<file path="src/include/hwsc_pkg.sv">
package hwsc_pkg;

  // Register map, byte addresses on an 8-bit AXI4-Lite address
  localparam logic [7:0] ADDR_CTRL   = 8'h00;
  localparam logic [7:0] ADDR_STATUS = 8'h04;
  localparam logic [7:0] ADDR_WDOG   = 8'h08;

  // Control register fields
  localparam int CTRL_CRYSTAL = 0;
  localparam int CTRL_BO_EN   = 1;
  localparam int CTRL_HALT    = 2;
  localparam logic [1:0] CTRL_RESET = 2'h0;

  // Status register fields
  localparam int STAT_STATE   = 0;
  localparam int STAT_CAUSE   = 4;
  localparam int STAT_PIN_IN  = 6;
  localparam int STAT_ACC_UND = 7;
  localparam int STAT_RAM_UND = 8;

  // Wake cause codes
  localparam logic [1:0] CAUSE_PIN   = 2'h0;
  localparam logic [1:0] CAUSE_MIWU  = 2'h1;
  localparam logic [1:0] CAUSE_RESET = 2'h2;
  localparam logic [1:0] CAUSE_BROWN = 2'h3;

  // AXI responses
  localparam logic [1:0] RESP_OKAY   = 2'h0;
  localparam logic [1:0] RESP_SLVERR = 2'h2;

  // Timing: instruction cycle is oscillator divided by ten
  localparam int         CLK_PERIOD_NS = 25;
  localparam int         CYC_DIV         = 10;
  localparam logic [3:0] CYC_LAST        = 4'(CYC_DIV - 1);
  localparam int         START_DELAY_CYC = 256;
  localparam logic [7:0] WD_LOAD       = 8'hFF;
  localparam logic [7:0] WD_ZERO       = 8'h00;

  typedef enum logic [3:0] {
    st_run   = 4'b0001,
    st_halt  = 4'b0010,
    st_delay = 4'b0100,
    st_exit  = 4'b1000
  } hwsc_state_t;

endpackage : hwsc_pkg

</file>
<file path="src/design/hwsc_halt_ctrl.sv">
// What this block does
// - Halt bit write stops all internal clocks
// - Halt pin rising edge wakes, non-crystal only
// - Multi-input wakeup port ends halt
// - External reset low ends halt
// - Brown-out ends halt when enabled
// - Crystal wake: oscillator first, 256 cycle delay
// - Delay start loads prescaler and counter ones
// - Prescaler steps per instruction cycle, osc/10
// - Crystal delay: clocks released at watchdog timeout or reset
// - Reset-pin exit skips start-up delay
// - RC/external: no delay, watchdog still loaded with ones
// - Reset or brown-out exit restarts at zero
// - Pin or wakeup exit resumes after halt
// - Reset exit, crystal: accumulator, timer undefined
// - Brown-out exit: registers and RAM unknown
// - Pin or wakeup exit keeps other state
// - Halt pin readable as input when running
// - Brown-out monitoring stays active in halt
// - External reset beats brown-out, cancels delay
// - Halt entry loads prescaler and counter ones
`timescale 1ns/100ps
`default_nettype none
module hwsc_halt_ctrl (
  input  wire logic        aclk,
  input  wire logic        aresetn,
  input  wire logic        ce,
  // AXI4-Lite slave
  input  wire logic [7:0]  awaddr,
  input  wire logic        awvalid,
  output logic             awready,
  input  wire logic [31:0] wdata,
  input  wire logic [3:0]  wstrb,
  input  wire logic        wvalid,
  output logic             wready,
  output logic [1:0]       bresp,
  output logic             bvalid,
  input  wire logic        bready,
  input  wire logic [7:0]  araddr,
  input  wire logic        arvalid,
  output logic             arready,
  output logic [31:0]      rdata,
  output logic [1:0]       rresp,
  output logic             rvalid,
  input  wire logic        rready,
  // Wake sources
  input  wire logic        halt_restart_pin,
  input  wire logic [7:0]  wake_port,
  input  wire logic        reset_pin_n,
  input  wire logic        brownout,
  // Core side
  output logic             core_clk_en,
  output logic             osc_en,
  output logic             core_reset,
  output logic             core_resume,
  output logic             acc_timer_undef,
  output logic             ram_undef,
  output logic             halt_pin_in,
  output logic [7:0]       wd_prescaler,
  output logic [7:0]       wd_counter
);

  hwsc_pkg::hwsc_state_t state;
  hwsc_pkg::hwsc_state_t next_state;
  logic       crystal;
  logic       bo_en;
  logic       halt_req;
  logic [1:0] cause;
  logic [1:0] next_cause;
  logic [3:0] cyc_cnt;
  logic       cyc_tick;
  logic       wr_go;
  logic [7:0] aw_q;
  logic [31:0] w_q;
  logic [3:0] ws_q;
  logic [2:0] pin_s;
  logic [1:0] rst_s;
  logic [1:0] bo_s;
  logic [7:0] wk_s1;
  logic [7:0] wk_s2;
  logic       wake_any;
  logic       timeout;

  ////////////////////////////////////////////////////////////////////
  // Two-stage synchronisers; stage two feeds the logic, plus a third pin stage for the edge detector
  always_ff @(posedge aclk)
  begin
    if (!aresetn)
    begin
      pin_s <= 3'h0;
      rst_s <= 2'h3;
      bo_s  <= 2'h0;
      wk_s1 <= 8'h00;
      wk_s2 <= 8'h00;
    end
    else if (ce)
    begin
      pin_s <= {pin_s[1:0], halt_restart_pin};
      rst_s <= {rst_s[0], reset_pin_n};
      bo_s  <= {bo_s[0], brownout};
      wk_s1 <= wake_port;
      wk_s2 <= wk_s1;
    end
  end

  // Any asserted line of the wake port counts as a wakeup
  genvar gi;
  logic [7:0] wk_or;
  generate
    for (gi = 0; gi < 8; gi++)
    begin : g_wk
      if (gi == 0)
      begin : g_first
        assign wk_or[gi] = wk_s2[gi];
      end
      else
      begin : g_rest
        assign wk_or[gi] = wk_or[gi-1] | wk_s2[gi];
      end
    end
  endgenerate
  assign wake_any = wk_or[7];

  ////////////////////////////////////////////////////////////////////
  // Instruction cycle divider, oscillator over ten
  always_ff @(posedge aclk)
  begin
    if (!aresetn)
      cyc_cnt <= 4'h0;
    else if (ce)
      cyc_cnt <= (cyc_cnt == hwsc_pkg::CYC_LAST) ? 4'h0 : 4'(cyc_cnt + 4'h1);
  end
  assign cyc_tick = (cyc_cnt == hwsc_pkg::CYC_LAST);

  // Prescaler wrap after 256 ticks from all ones is the timeout
  assign timeout = (state == hwsc_pkg::st_delay) && cyc_tick
                   && (wd_prescaler == hwsc_pkg::WD_ZERO);

  ////////////////////////////////////////////////////////////////////
  // Wake decision; reset pin outranks brown-out, then pin, then port
  always_comb
  begin
    next_state = state;
    next_cause = cause;
    case (state)
      hwsc_pkg::st_run:
      begin
        if (halt_req)
          next_state = hwsc_pkg::st_halt;
      end
      hwsc_pkg::st_halt:
      begin
        if (!rst_s[1])
        begin
          next_state = hwsc_pkg::st_exit;
          next_cause = hwsc_pkg::CAUSE_RESET;
        end
        else if (bo_en && bo_s[1])
        begin
          next_state = crystal ? hwsc_pkg::st_delay
                               : hwsc_pkg::st_exit;
          next_cause = hwsc_pkg::CAUSE_BROWN;
        end
        else if (!crystal && pin_s[1] && !pin_s[2])
        begin
          next_state = hwsc_pkg::st_exit;
          next_cause = hwsc_pkg::CAUSE_PIN;
        end
        else if (wake_any)
        begin
          next_state = crystal ? hwsc_pkg::st_delay
                               : hwsc_pkg::st_exit;
          next_cause = hwsc_pkg::CAUSE_MIWU;
        end
      end
      hwsc_pkg::st_delay:
      begin
        if (!rst_s[1])
        begin
          next_state = hwsc_pkg::st_exit;
          next_cause = hwsc_pkg::CAUSE_RESET;
        end
        else if (timeout)
          next_state = hwsc_pkg::st_exit;
      end
      hwsc_pkg::st_exit:
        next_state = hwsc_pkg::st_run;
      default:
        next_state = hwsc_pkg::st_run;
    endcase
  end

  // State and cause registers
  always_ff @(posedge aclk)
  begin
    if (!aresetn)
    begin
      state <= hwsc_pkg::st_run;
      cause <= hwsc_pkg::CAUSE_PIN;
    end
    else if (ce)
    begin
      state <= next_state;
      cause <= next_cause;
    end
  end

  ////////////////////////////////////////////////////////////////////
  // Watchdog chain: loaded on entry and on wake, counted during delay
  always_ff @(posedge aclk)
  begin
    if (!aresetn)
    begin
      wd_prescaler <= hwsc_pkg::WD_LOAD;
      wd_counter   <= hwsc_pkg::WD_LOAD;
    end
    else if (ce)
    begin
      if (state == hwsc_pkg::st_run && halt_req)
      begin
        wd_prescaler <= hwsc_pkg::WD_LOAD;
        wd_counter   <= hwsc_pkg::WD_LOAD;
      end
      else if (state == hwsc_pkg::st_halt && next_state != hwsc_pkg::st_halt)
      begin
        wd_prescaler <= hwsc_pkg::WD_LOAD;
        wd_counter   <= hwsc_pkg::WD_LOAD;
      end
      else if (state == hwsc_pkg::st_delay && cyc_tick)
      begin
        wd_prescaler <= 8'(wd_prescaler - 8'h01);
        if (wd_prescaler == hwsc_pkg::WD_ZERO)
          wd_counter <= 8'(wd_counter - 8'h01);
      end
    end
  end

  ////////////////////////////////////////////////////////////////////
  // Core outputs; all registered
  always_ff @(posedge aclk)
  begin
    if (!aresetn)
    begin
      core_clk_en     <= 1'b1;
      osc_en          <= 1'b1;
      core_reset      <= 1'b0;
      core_resume     <= 1'b0;
      acc_timer_undef <= 1'b0;
      ram_undef       <= 1'b0;
      halt_pin_in     <= 1'b0;
    end
    else if (ce)
    begin
      // Core clocks only while running; delay keeps oscillator alone
      core_clk_en <= (next_state == hwsc_pkg::st_run);
      osc_en      <= (next_state != hwsc_pkg::st_halt);
      core_reset  <= (next_state == hwsc_pkg::st_exit)
                     && next_cause[1];
      core_resume <= (next_state == hwsc_pkg::st_exit)
                     && !next_cause[1];
      if (next_state == hwsc_pkg::st_exit)
      begin
        acc_timer_undef <= (next_cause == hwsc_pkg::CAUSE_BROWN)
                           || (next_cause == hwsc_pkg::CAUSE_RESET && crystal);
        ram_undef       <= (next_cause == hwsc_pkg::CAUSE_BROWN);
      end
      // Pin value live as an input only while running, frozen in halt, delay and exit
      if (state == hwsc_pkg::st_run)
        halt_pin_in <= pin_s[1];
    end
  end

  ////////////////////////////////////////////////////////////////////
  // AXI4-Lite write channel; address and data taken in either order
  assign wr_go = !awready && !wready && !bvalid;

  always_ff @(posedge aclk)
  begin
    if (!aresetn)
    begin
      awready <= 1'b1;
      wready  <= 1'b1;
      bvalid  <= 1'b0;
      bresp   <= hwsc_pkg::RESP_OKAY;
      aw_q    <= 8'h00;
      w_q     <= 32'h0000_0000;
      ws_q    <= 4'h0;
    end
    else if (ce)
    begin
      if (awvalid && awready)
      begin
        aw_q    <= awaddr;
        awready <= 1'b0;
      end
      if (wvalid && wready)
      begin
        w_q    <= wdata;
        ws_q   <= wstrb;
        wready <= 1'b0;
      end
      if (wr_go)
      begin
        bvalid <= 1'b1;
        bresp  <= (aw_q == hwsc_pkg::ADDR_CTRL) ? hwsc_pkg::RESP_OKAY
                                                : hwsc_pkg::RESP_SLVERR;
      end
      if (bvalid && bready)
      begin
        bvalid  <= 1'b0;
        awready <= 1'b1;
        wready  <= 1'b1;
      end
    end
  end

  // Control register; halt bit is a one-cycle request, not stored
  always_ff @(posedge aclk)
  begin
    if (!aresetn)
    begin
      crystal  <= hwsc_pkg::CTRL_RESET[0];
      bo_en    <= hwsc_pkg::CTRL_RESET[1];
      halt_req <= 1'b0;
    end
    else if (ce)
    begin
      halt_req <= 1'b0;
      if (wr_go && aw_q == hwsc_pkg::ADDR_CTRL && ws_q[0])
      begin
        crystal  <= w_q[hwsc_pkg::CTRL_CRYSTAL];
        bo_en    <= w_q[hwsc_pkg::CTRL_BO_EN];
        halt_req <= w_q[hwsc_pkg::CTRL_HALT];
      end
    end
  end

  ////////////////////////////////////////////////////////////////////
  // AXI4-Lite read channel; answer one cycle after address taken
  always_ff @(posedge aclk)
  begin
    if (!aresetn)
    begin
      arready <= 1'b1;
      rvalid  <= 1'b0;
      rdata   <= 32'h0000_0000;
      rresp   <= hwsc_pkg::RESP_OKAY;
    end
    else if (ce)
    begin
      if (arvalid && arready)
      begin
        arready <= 1'b0;
        rvalid  <= 1'b1;
        rresp   <= hwsc_pkg::RESP_OKAY;
        rdata   <= 32'h0000_0000;
        case (araddr)
          hwsc_pkg::ADDR_CTRL:
            rdata <= {30'h0, bo_en, crystal};
          hwsc_pkg::ADDR_STATUS:
            rdata <= {23'h0, ram_undef, acc_timer_undef, halt_pin_in,
                      cause, state};
          hwsc_pkg::ADDR_WDOG:
            rdata <= {16'h0, wd_counter, wd_prescaler};
          default:
            rresp <= hwsc_pkg::RESP_SLVERR;
        endcase
      end
      if (rvalid && rready)
      begin
        rvalid  <= 1'b0;
        arready <= 1'b1;
      end
    end
  end

endmodule : hwsc_halt_ctrl
`default_nettype wire

</file>
<file path="config.mk">
export PLATFORM = sky130hd
export DESIGN_NAME = hwsc_halt_ctrl
export DESIGN_NICKNAME = d
export VERILOG_FILES = /design/src/include/hwsc_pkg.sv /design/src/design/hwsc_halt_ctrl.sv
export SDC_FILE = /design/constraint.sdc
export NUM_CORES = 1
export LEC_CHECK = 0
export BUFFER_PORTS_ARGS = -buffer_cell sky130_fd_sc_hd__buf_2
export CAP_MARGIN = 20
export CELL_PAD_IN_SITES_DETAIL_PLACEMENT = 1
export CELL_PAD_IN_SITES_GLOBAL_PLACEMENT = 2
export CORE_ASPECT_RATIO = 0.9
export CORE_MARGIN = 4
export CORE_UTILIZATION = 30
export DETAILED_ROUTE_END_ITERATION = 8
export HOLD_SLACK_MARGIN = 0.12
export PLACE_DENSITY_LB_ADDON = 0.1
export SYNTH_ARGS = -nofsm -noshare
export SYNTH_HDL_FRONTEND = slang
export SYNTH_SLANG_ARGS = --single-unit
</file>
<file path="constraint.sdc">
create_clock -name aclk -period 2.4 [get_ports aclk]
set_clock_uncertainty 0.15 [all_clocks]
set_input_delay 0 -clock aclk [delete_from_list [all_inputs] [get_ports aclk]]
set_output_delay 0 -clock aclk [all_outputs]
set_load 0.05 [all_outputs]
</file>
==> results of run 1 <==
-- metal layers --
layer  part of all wire  wire length, um  global-route usage
met1               0.46             5870               0.204
met2               0.47             6090               0.268
met3              0.051              655              0.0374
met4              0.018              225              0.0535
met5                  0                0                   0
-- cell type report --
class	count	share of cell area
multi-input cells	352	0.387
flip-flops and latches	94	0.317
repair buffers	168	0.197
clock buffers	11	0.0409
well taps	193	0.0406
clock inverters	5	0.00969
inverters	12	0.00758
-- tightest hold or removal path, stage by stage --
cell	delay, ps
sky130_fd_sc_hd__buf_2	110
sky130_fd_sc_hd__nand3_1	280
sky130_fd_sc_hd__a21oi_1	120
sky130_fd_sc_hd__nor2b_1	100
-- through the flow --
| stage | total power (W) | setup WS (ps) | instance area [um^2] | utilization |
|---|---|---|---|---|
| after floorplan | 0.00194 | 108 | 4470 | - |
| after global placement | 0.00203 | 104 | 5150 | 0.362 |
| after detailed placement | 0.00204 | 75.3 | 5150 | 0.362 |
| after CTS | 0.00358 | 52.6 | 5920 | 0.417 |
| after global routing | 0.00369 | 6.43 | 5940 | 0.418 |
| final | 0.00353 | 127 | 5940 | 0.418 |
-- synthesized netlist by cell type (2+ instances only) --
library cell,count
sky130_fd_sc_hd__a21boi_0,5
sky130_fd_sc_hd__xnor2_1,3
sky130_fd_sc_hd__nor3b_1,5
sky130_fd_sc_hd__a41oi_1,2
sky130_fd_sc_hd__a211oi_1,2
sky130_fd_sc_hd__ha_1,2
sky130_fd_sc_hd__nor4_1,14
sky130_fd_sc_hd__inv_1,12
sky130_fd_sc_hd__o21ai_0,20
sky130_fd_sc_hd__a22oi_1,16
sky130_fd_sc_hd__nand2_1,32
sky130_fd_sc_hd__dfxtp_1,94
sky130_fd_sc_hd__o31ai_1,4
sky130_fd_sc_hd__clkbuf_1,22
sky130_fd_sc_hd__nor3_1,18
sky130_fd_sc_hd__buf_2,6
sky130_fd_sc_hd__or3_1,2
sky130_fd_sc_hd__nor4b_1,3
sky130_fd_sc_hd__a31oi_1,3
sky130_fd_sc_hd__nand4_1,4
sky130_fd_sc_hd__buf_4,18
sky130_fd_sc_hd__xor2_1,4
sky130_fd_sc_hd__a21o_1,3
sky130_fd_sc_hd__and2_1,6
sky130_fd_sc_hd__o21a_1,2
sky130_fd_sc_hd__a21oi_1,10
sky130_fd_sc_hd__nand3_1,22
sky130_fd_sc_hd__and3_1,5
sky130_fd_sc_hd__mux2i_1,41
sky130_fd_sc_hd__and4_1,3
sky130_fd_sc_hd__a221oi_1,2
sky130_fd_sc_hd__nor2b_1,60
sky130_fd_sc_hd__nor2_1,21
-- what timing repair did --
action | CTS | global route
endpoints found under the hold margin | 59 | 0
resized for setup | 0 | 7
buffers inserted | 0 | 0
hold buffers | 47 | 0
setup endpoints to repair | 0 | 9
-- power by group --
group | total (W) | switching [W] | leakage (nW) | internal [W]
Clock | 0.00147 | 0.000630 | 0.150 | 0.000839
Combinational | 0.000434 | 0.000248 | 1.58 | 0.000185
Sequential | 0.00163 | 0.0000280 | 0.764 | 0.00160
-- registers in the layout (all words and copies together), names as in the netlist, 2 cells and up --
register / flops
w_q: 3
rst_s: 2
wd_prescaler: 8
wd_counter: 8
cyc_cnt: 4
bo_s: 2
cause: 2
wk_s2: 8
rdata: 16
wk_s1: 8
aw_q: 8
state: 4
pin_s: 3
-- kinds of logic (layout without fill, tap and decap cells) --
family,Yosys count,after routing,share of synthesized area
other,1,18,0.000851
muxes,41,41,0.0932
xor gates and xnor gates,7,7,0.0139
and+or+nand+nor,201,201,0.256
buffers and inverters,60,196,0.0699
AOI/OAI and AO/OA,83,83,0.133
DFF,94,94,0.427
adders and majority gates,2,2,0.00568
-- worst paths after layout --
kind                                                     end  cells after the start  slack [ps]
worst max register to register  acc_timer_undef$_SDFFE_PN0P_                      6         130
worst min register to register      core_clk_en$_SDFFE_PN1P_                      2         300
worst min-delay path                   rdata[8]$_SDFFE_PN0P_                      4         140
worst max-delay path            acc_timer_undef$_SDFFE_PN0P_                      6         130
==> flow_summary.rst, run 1 <==
.. list-table::
   :header-rows: 1

   * - Metric
     - Value
   * - DR DRC count
     - 0
   * - Fraction of final layout cells with drive strength greater than 1
     - 0.231
   * - Row cnt
     - 41
   * - Slowest library cell on the worst path
     - sky130_fd_sc_hd__or4b_1
   * - Die span in y
     - 123 um
   * - Worst Path Max Fanout
     - 7
   * - Clock Latency Late Sink
     - 360 ps
   * - Number of antenna violations at the first check in global routing
     - 0
   * - Final GP Congestion
     - 0.822
   * - Worst path top cell family by delay
     - simple AND/OR/NAND/NOR gates
   * - Critical R2R Launch
     - state[2]$_SDFFE_PN0P_
   * - YS warnings
     - 0
   * - Remaining Overflow, GRT
     - 0
   * - Unrepaired setup endpoints after global routing
     - no
   * - Via/cell ratio
     - 4.84
   * - First-pass GRT wire length
     - 20900 um
   * - Drt first pass iters
     - 4
   * - Category of the most critical setup path
     - reg -> reg
   * - Setup Total Neg Slack
     - 0 ps
   * - 1st-iter DRT viols
     - 162
   * - Worst-path clk slew
     - 70 ps
   * - Die area
     - 0.0167 mm^2
   * - Status
     - completed
   * - Worst rel slew slack
     - 0.592
   * - Fmax achieved
     - 440 MHz
   * - Final setup viols
     - 0
   * - Maximum VDD drop
     - 393 uV
   * - Area share of the largest cell type after synthesis
     - 0.427
   * - Worst min-delay path class
     - in -> reg
   * - Multi-input logic area
     - 0.00230 mm^2
   * - TritonCTS clock tree
     - yes
   * - Peak per-stage delay on the critical path
     - 580 ps
   * - Initial core utilization
     - 0.310
   * - Number of instances in the placed design
     - 772
   * - Max Transition Viols Final
     - 0
   * - Area taken by flip-flops and latches
     - 0.00188 mm^2
   * - Bufs and invs on worst path
     - 1
   * - Seq/Total Area, Yosys
     - 0.427
   * - Average cell area after synthesis
     - 9.01 um^2
   * - Final period demand of the worst path
     - 2270 ps
   * - Antenna Diode Count
     - 0
   * - Non-Filler Instances
     - 835
   * - Number of H-tree branching levels
     - 3
   * - Min Hold Slack
     - 141 ps
   * - Worst-path cell chain
     - or4b_1, buf_4, o211a_1, a311oi_4, nand4_1, o22ai_2
   * - Most frequent cells in the layout
     - sky130_fd_sc_hd__dfxtp_1 (92), sky130_fd_sc_hd__buf_2 (84), sky130_fd_sc_hd__nor2b_1 (60)
   * - Total I/O pin count
     - 135
   * - Yosys cell types
     - 56
   * - Async set or reset register ratio after synthesis
     - 0
   * - Post-route antenna net violation count
     - 0
   * - Worst slew pin tran
     - 611 ps
   * - Required time worst endpoint
     - 2530 ps
   * - Max cap viols
     - 0
   * - Synth Cell Area
     - 0.00441 mm^2
   * - CTS Buf Count
     - 9
   * - Via count of the first global-routing pass
     - 4053
   * - Pwr Density
     - 594 mW/mm^2
   * - Gate count of the mapped netlist
     - 489
   * - Leakage
     - 2.50 nW
   * - Largest net degree at the start of global routing
     - 32
   * - All-Layer GR Usage
     - 0.160
   * - Fin crit share
     - 0.947
   * - Final HPWL from detailed placement
     - 9260 um
   * - Final-report hold violation count
     - 0
   * - Number of nets at the end of the flow
     - 710
   * - Largest buffer count on any clock path
     - 2
   * - Synth Flop Type
     - sky130_fd_sc_hd__dfxtp_1
   * - Number of storage elements in the synthesis netlist
     - 94
   * - Clk sink count
     - 94
   * - Critical Path End Type
     - flip-flop
   * - Via count of the routed design
     - 4038
   * - Top cell type by total area after synthesis
     - sky130_fd_sc_hd__dfxtp_1
   * - Critical path arrival
     - 2400 ps
   * - Nature of the critical path startpoint
     - flip-flop
   * - Number of filler cells placed in the layout
     - 1685
   * - Most common cell after layout, fill and taps aside
     - sky130_fd_sc_hd__dfxtp_1
   * - Worst min-delay path startpoint
     - arvalid
   * - Dominant cells by area after synthesis
     - sky130_fd_sc_hd__dfxtp_1 (43%), sky130_fd_sc_hd__mux2i_1 (9.3%), sky130_fd_sc_hd__nor2b_1 (8.5%), sky130_fd_sc_hd__buf_4 (3.1%), sky130_fd_sc_hd__a22oi_1 (2.7%)
   * - Core area
     - 0.0142 mm^2
   * - Clock Root Buffer
     - sky130_fd_sc_hd__clkbuf_16
   * - Post-Route WL
     - 12800 um
   * - Routed wire length per instance
     - 15.4 um
   * - Worst setup path startpoint
     - state[2]$_SDFFE_PN0P_
   * - Count of flip-flops with a built-in enable after synthesis
     - 0
   * - Port buffer count
     - 84
   * - Width of the chip
     - 136 um
   * - Layout overhead on the synthesized area
     - 34.9%
No activity file was read; power rests on OpenSTA's default activity.
==> run 2: changes to the inputs <==
CORE_ASPECT_RATIO = unset   (was 0.9)
==> flow_summary.rst, run 2 (synthesis results as in run 1) <==
.. list-table::
   :header-rows: 1

   * - Metric
     - Value
   * - Status
     - completed
   * - Worst-path clk slew
     - 70 ps
   * - Die area
     - 0.0167 mm^2
   * - Largest buffer count on any clock path
     - 2
   * - Grt met2 use
     - 0.266
   * - Number of antenna violations at the first check in global routing
     - 0
   * - Fraction of final layout cells with drive strength greater than 1
     - 0.223
   * - Fmax achieved
     - 439 MHz
   * - Via count of the routed design
     - 3972
   * - Number of H-tree branching levels
     - 3
   * - 1st-iter DRT viols
     - 138
   * - Drt first pass iters
     - 4
   * - Clock Latency Late Sink
     - 350 ps
   * - Unrepaired setup endpoints after global routing
     - no
   * - Clk sink count
     - 94
   * - Row cnt
     - 44
   * - Min Hold Slack
     - 178 ps
   * - Number of flip-flops under the largest register name
     - 16
   * - Number of nets at the end of the flow
     - 705
   * - Total I/O pin count
     - 135
   * - All-Layer GR Usage
     - 0.155
   * - Final GP Congestion
     - 0.766
   * - Worst min-delay path class
     - in -> reg
   * - Width of the chip
     - 129 um
   * - Layout overhead on the synthesized area
     - 34.1%
   * - Worst Path Max Fanout
     - 42
   * - Final Util
     - 0.408
   * - Post-route antenna net violation count
     - 0
   * - Worst slack at placement
     - 194 ps
   * - Final-report hold violation count
     - 0
   * - Worst slew pin tran
     - 585 ps
   * - Final worst-path setup slack
     - 123 ps
   * - Nature of the critical path startpoint
     - input pin
   * - Required time worst endpoint
     - 2480 ps
   * - Most common cell after layout, fill and taps aside
     - sky130_fd_sc_hd__dfxtp_1
   * - Worst-path cell chain
     - dlygate4sd3_1, buf_4, buf_12, nand2_1, a32oi_1, dlygate4sd3_1, nand2_1, dlygate4sd3_1
   * - Die span in y
     - 129 um
   * - Post-Route WL
     - 12700 um
   * - Most frequent cells in the layout
     - sky130_fd_sc_hd__dfxtp_1 (92), sky130_fd_sc_hd__buf_2 (83), sky130_fd_sc_hd__nor2b_1 (60)
   * - Core area
     - 0.0145 mm^2
   * - Largest net degree at the start of global routing
     - 43
   * - Number of filler cells placed in the layout
     - 1685
   * - Cell type with the highest occurrence count on the critical path
     - sky130_fd_sc_hd__dlygate4sd3_1
   * - DR DRC count
     - 0
   * - Fin crit share
     - 0.949
   * - Setup Total Neg Slack
     - 0 ps
   * - Max Transition Viols Final
     - 0
   * - Initial core utilization
     - 0.304
   * - Via/cell ratio
     - 4.84
   * - Reg with most FFs
     - rdata
   * - Slowest library cell on the worst path
     - sky130_fd_sc_hd__dlygate4sd3_1
   * - Peak per-stage delay on the critical path
     - 560 ps
   * - Worst rel slew slack
     - 0.609
   * - Antenna Diode Count
     - 0
   * - Via count of the first global-routing pass
     - 3959
   * - Port buffer count
     - 84
   * - Category of the most critical setup path
     - in -> reg
   * - First-pass GRT wire length
     - 20400 um
   * - Maximum VDD drop
     - 312 uV
   * - Leakage
     - 2.48 nW
   * - Final setup viols
     - 0
   * - GR Util met3
     - 0.0272
   * - Max cap viols
     - 0
   * - Met1 layer usage reported by global route
     - 0.194
   * - Final standard cell area without fillers
     - 0.00591 mm^2
   * - Routed wire length per instance
     - 15.5 um
   * - Clock Root Buffer
     - sky130_fd_sc_hd__clkbuf_16
   * - CTS Buf Count
     - 9
   * - Remaining Overflow, GRT
     - 0
   * - Critical path arrival
     - 2360 ps
   * - Critical Path End Type
     - flip-flop
   * - Final period demand of the worst path
     - 2280 ps
   * - TritonCTS clock tree
     - yes
   * - Cell area reported after detailed placement
     - 0.00510 mm^2
   * - Final HPWL from detailed placement
     - 9170 um
   * - Pwr Density
     - 595 mW/mm^2
   * - Worst reg-to-reg setup slack
     - 210 ps
   * - Global routing's busiest layer
     - met2
[run 2: layer usage]
metal | up-vias | wire length (um)
met5 | - | 0
met4 | 0 | 179
met3 | 11 | 466
met2 | 65 | 6370
met1 | 1904 | 5700
li1 | 1992 | -
[run 2: cell type report]
| class | count | area (um^2) | share of cell area |
|---|---|---|---|
| multi-input combinational | 352 | 2300 | 0.389 |
| sequential | 94 | 1880 | 0.319 |
| timing repair buffer | 163 | 1150 | 0.194 |
| clock buffer | 10 | 239 | 0.0405 |
| tap | 184 | 230 | 0.0390 |
| clock inverter | 6 | 61.3 | 0.0104 |
| inverter | 12 | 45.0 | 0.00763 |
[run 2: final timing paths]
check                           cells after the start                      from                  endpoint
worst min-delay path                                6                 araddr[0]     rdata[4]$_SDFFE_PN0P_
worst max-delay path                                8                        ce      arready$_SDFFE_PN1P_
worst max register to register                      5     state[2]$_SDFFE_PN0P_    ram_undef$_SDFFE_PN0P_
worst min register to register                      2  core_clk_en$_SDFFE_PN1P_  core_clk_en$_SDFFE_PN1P_
[run 2: power by group]
group	internal (W)	total, W	leakage (nW)	switching (W)
Sequential	0.00160	0.00163	0.764	0.0000318
Combinational	0.000178	0.000418	1.57	0.000240
Clock	0.000833	0.00146	0.148	0.000629
[run 2: what timing repair did]
item | 4_1_cts | 5_1_grt
setup endpoints to repair | 0 | 3
hold buffers | 48 | 0
gates resized for setup | 0 | 5
setup buffers | 0 | 0
endpoints found under the hold margin | 62 | 0
[run 2: metrics by stage]
step | std cells | total power (W)
finish | 821 | 0.00351
global placement | 757 | 0.00202
CTS | 821 | 0.00358
detailed placement | 757 | 0.00202
global route | 821 | 0.00368
floorplan | 506 | 0.00194
[run 2: critical path: cells and delay by family]
family          cells  cell delay [ps]
buf+inv             5             2060
compound gates      1              130
simple gates        2              130
==> run 3: changes to the inputs <==
GPL_TIMING_DRIVEN = 0   (was unset)
==> flow_summary.rst, run 3 (synthesis results as in run 1) <==
.. list-table::
   :header-rows: 1

   * - Metric
     - Value
   * - Bufs and invs on worst path
     - 3
   * - Worst path top cell family by delay
     - simple AND/OR/NAND/NOR gates
   * - Max cap viols
     - 0
   * - Drt first pass iters
     - 5
   * - Category of the most critical setup path
     - reg -> reg
   * - Worst reg-to-reg setup slack
     - 110 ps
   * - Final worst-path setup slack
     - 110 ps
   * - Port buffer count
     - 83
   * - Peak per-stage delay on the critical path
     - 520 ps
   * - Number of cells on the worst reg-to-reg path
     - 7
   * - Fraction of final layout cells with drive strength greater than 1
     - 0.228
   * - Die area
     - 0.0167 mm^2
   * - Antenna Diode Count
     - 0
   * - Final-report hold violation count
     - 0
   * - Number of antenna violations at the first check in global routing
     - 0
   * - Worst slew pin tran
     - 1030 ps
   * - Leakage
     - 2.49 nW
   * - Final setup viols
     - 0
   * - Cell depth of the worst min-delay path
     - 6
   * - Via/cell ratio
     - 4.99
   * - TritonCTS clock tree
     - yes
   * - Die span in y
     - 129 um
   * - Slowest library cell on the worst path
     - sky130_fd_sc_hd__or4b_1
   * - Fmax achieved
     - 437 MHz
   * - Number of flip-flops under the largest register name
     - 16
   * - R2R Path End
     - wd_counter[6]$_SDFFE_PN1P_
   * - All-Layer GR Usage
     - 0.179
   * - Worst rel slew slack
     - 0.313
   * - Most frequent cells in the layout
     - sky130_fd_sc_hd__dfxtp_1 (91), sky130_fd_sc_hd__buf_2 (88), sky130_fd_sc_hd__nor2b_1 (60)
   * - Final Util
     - 0.406
   * - CTS Buf Count
     - 9
   * - DR DRC count
     - 0
   * - Final GP Congestion
     - 0.816
   * - Worst min-delay path startpoint
     - araddr[0]
   * - Clock Latency Late Sink
     - 350 ps
   * - Status
     - completed
   * - Post-route antenna net violation count
     - 0
   * - Fin crit share
     - 0.954
   * - Clock Root Buffer
     - sky130_fd_sc_hd__clkbuf_16
   * - Clk sink count
     - 94
   * - Layout overhead on the synthesized area
     - 33.4%
   * - Unrepaired setup endpoints after global routing
     - no
   * - Reg with most FFs
     - rdata
   * - Critical R2R Launch
     - state[0]$_SDFFE_PN1P_
   * - Worst min-delay path class
     - in -> reg
   * - Final HPWL from detailed placement
     - 10500 um
   * - Core area
     - 0.0145 mm^2
   * - Required time worst endpoint
     - 2500 ps
   * - Maximum VDD drop
     - 413 uV
   * - Worst slack at placement
     - -176 ps
   * - Number of filler cells placed in the layout
     - 1751
   * - Setup Total Neg Slack
     - 0 ps
   * - Width of the chip
     - 129 um
   * - Total I/O pin count
     - 135
   * - Via count of the first global-routing pass
     - 4207
   * - Largest net degree at the start of global routing
     - 15
   * - Number of nets at the end of the flow
     - 716
   * - Pwr Density
     - 599 mW/mm^2
   * - Worst Path Max Fanout
     - 10
   * - Number of H-tree branching levels
     - 3
   * - Number of instances in the placed design
     - 773
   * - Post-Route WL
     - 14800 um
   * - First-pass GRT wire length
     - 23000 um
   * - Nature of the critical path startpoint
     - flip-flop
   * - Largest buffer count on any clock path
     - 2
   * - Worst Hold End
     - rdata[8]$_SDFFE_PN0P_
   * - Worst-path cell chain
     - buf_6, or4b_1, buf_2, a31oi_1, buf_4, nor2_1, a221oi_1
   * - Initial core utilization
     - 0.304
   * - Non-Filler Instances
     - 830
   * - Routed wire length per instance
     - 17.8 um
   * - 1st-iter DRT viols
     - 180
   * - Critical Path End Type
     - flip-flop
   * - Final period demand of the worst path
     - 2290 ps
   * - Row cnt
     - 44
   * - Via count of the routed design
     - 4141
   * - Max Transition Viols Final
     - 0
   * - Remaining Overflow, GRT
     - 0
   * - Worst-path clk slew
     - 70 ps
   * - Most common cell after layout, fill and taps aside
     - sky130_fd_sc_hd__dfxtp_1
   * - Critical path arrival
     - 2390 ps
-- run 3: how the worst max path moves through the flow --
stage	cells after the start	startpoint	endpoint
floorplan	8	wd_prescaler[0]$_SDFFE_PN1P_	state[3]$_SDFFE_PN0P_
global placement	7	wd_prescaler[0]$_SDFFE_PN1P_	wd_counter[7]$_SDFFE_PN1P_
detailed placement	7	wd_prescaler[0]$_SDFFE_PN1P_	wd_counter[7]$_SDFFE_PN1P_
CTS	6	ce	wready$_SDFFE_PN1P_
global route	8	wd_prescaler[0]$_SDFFE_PN1P_	wd_counter[7]$_SDFFE_PN1P_
finish	7	state[0]$_SDFFE_PN1P_	wd_counter[6]$_SDFFE_PN1P_
-- run 3: worst min-delay path, cell delays in order --
cell and delay, ps:
sky130_fd_sc_hd__buf_2 70, sky130_fd_sc_hd__nor2_1 30, sky130_fd_sc_hd__nand2_1 260, sky130_fd_sc_hd__nor3_1 100, sky130_fd_sc_hd__a21oi_1 120, sky130_fd_sc_hd__nor2b_1 50
-- run 3: through the flow --
| step | instance area [um^2] | total power [W] | hold WS (ps) |
|---|---|---|---|
| 5_1_grt | 5880 | 0.00366 | 241 |
| 6_report | 5880 | 0.00352 | 177 |
| 2_1_floorplan | 4470 | 0.00194 | -21.6 |
| 3_3_place_gp | 5120 | 0.00205 | 93.9 |
| 4_1_cts | 5840 | 0.00357 | 164 |
| 3_5_place_dp | 5120 | 0.00206 | 96.2 |
-- run 3: cell type report --
class,count,area [um^2],share of cell area
multi-input combinational,352,2320,0.395
inverter,12,45.0,0.00766
tap,184,230,0.0392
clock inverter,4,48.8,0.00830
timing repair buffer,127,841,0.143
buffer,47,265,0.0451
clock buffer,10,239,0.0407
sequential,94,1890,0.321
-- run 3: where the power goes --
group	leakage (nW)	switching, W	internal (W)
Clock	0.144	0.000617	0.000823
Sequential	0.764	0.0000305	0.00160
Combinational	1.59	0.000264	0.000182
Total	2.49	0.000911	0.00261
-- run 3: what timing repair did --
action                     in CTS  in global routing
hold endpoints to repair       47                  0
setup endpoints to repair       9                 16
setup buffers                   6                  0
hold buffers                   38                  0
resized for setup               2                 14
pin swaps                       1                  0
-- run 3: layer usage --
layer  share of wire  vias up  GRT usage  wire length (um)
li1                -     2017          -                 -
met1            0.45     2033      0.222              6590
met2            0.50       76      0.312              7350
met3           0.040       15     0.0404               586
met4           0.017        0     0.0482               246
met5               0        -          0                 0
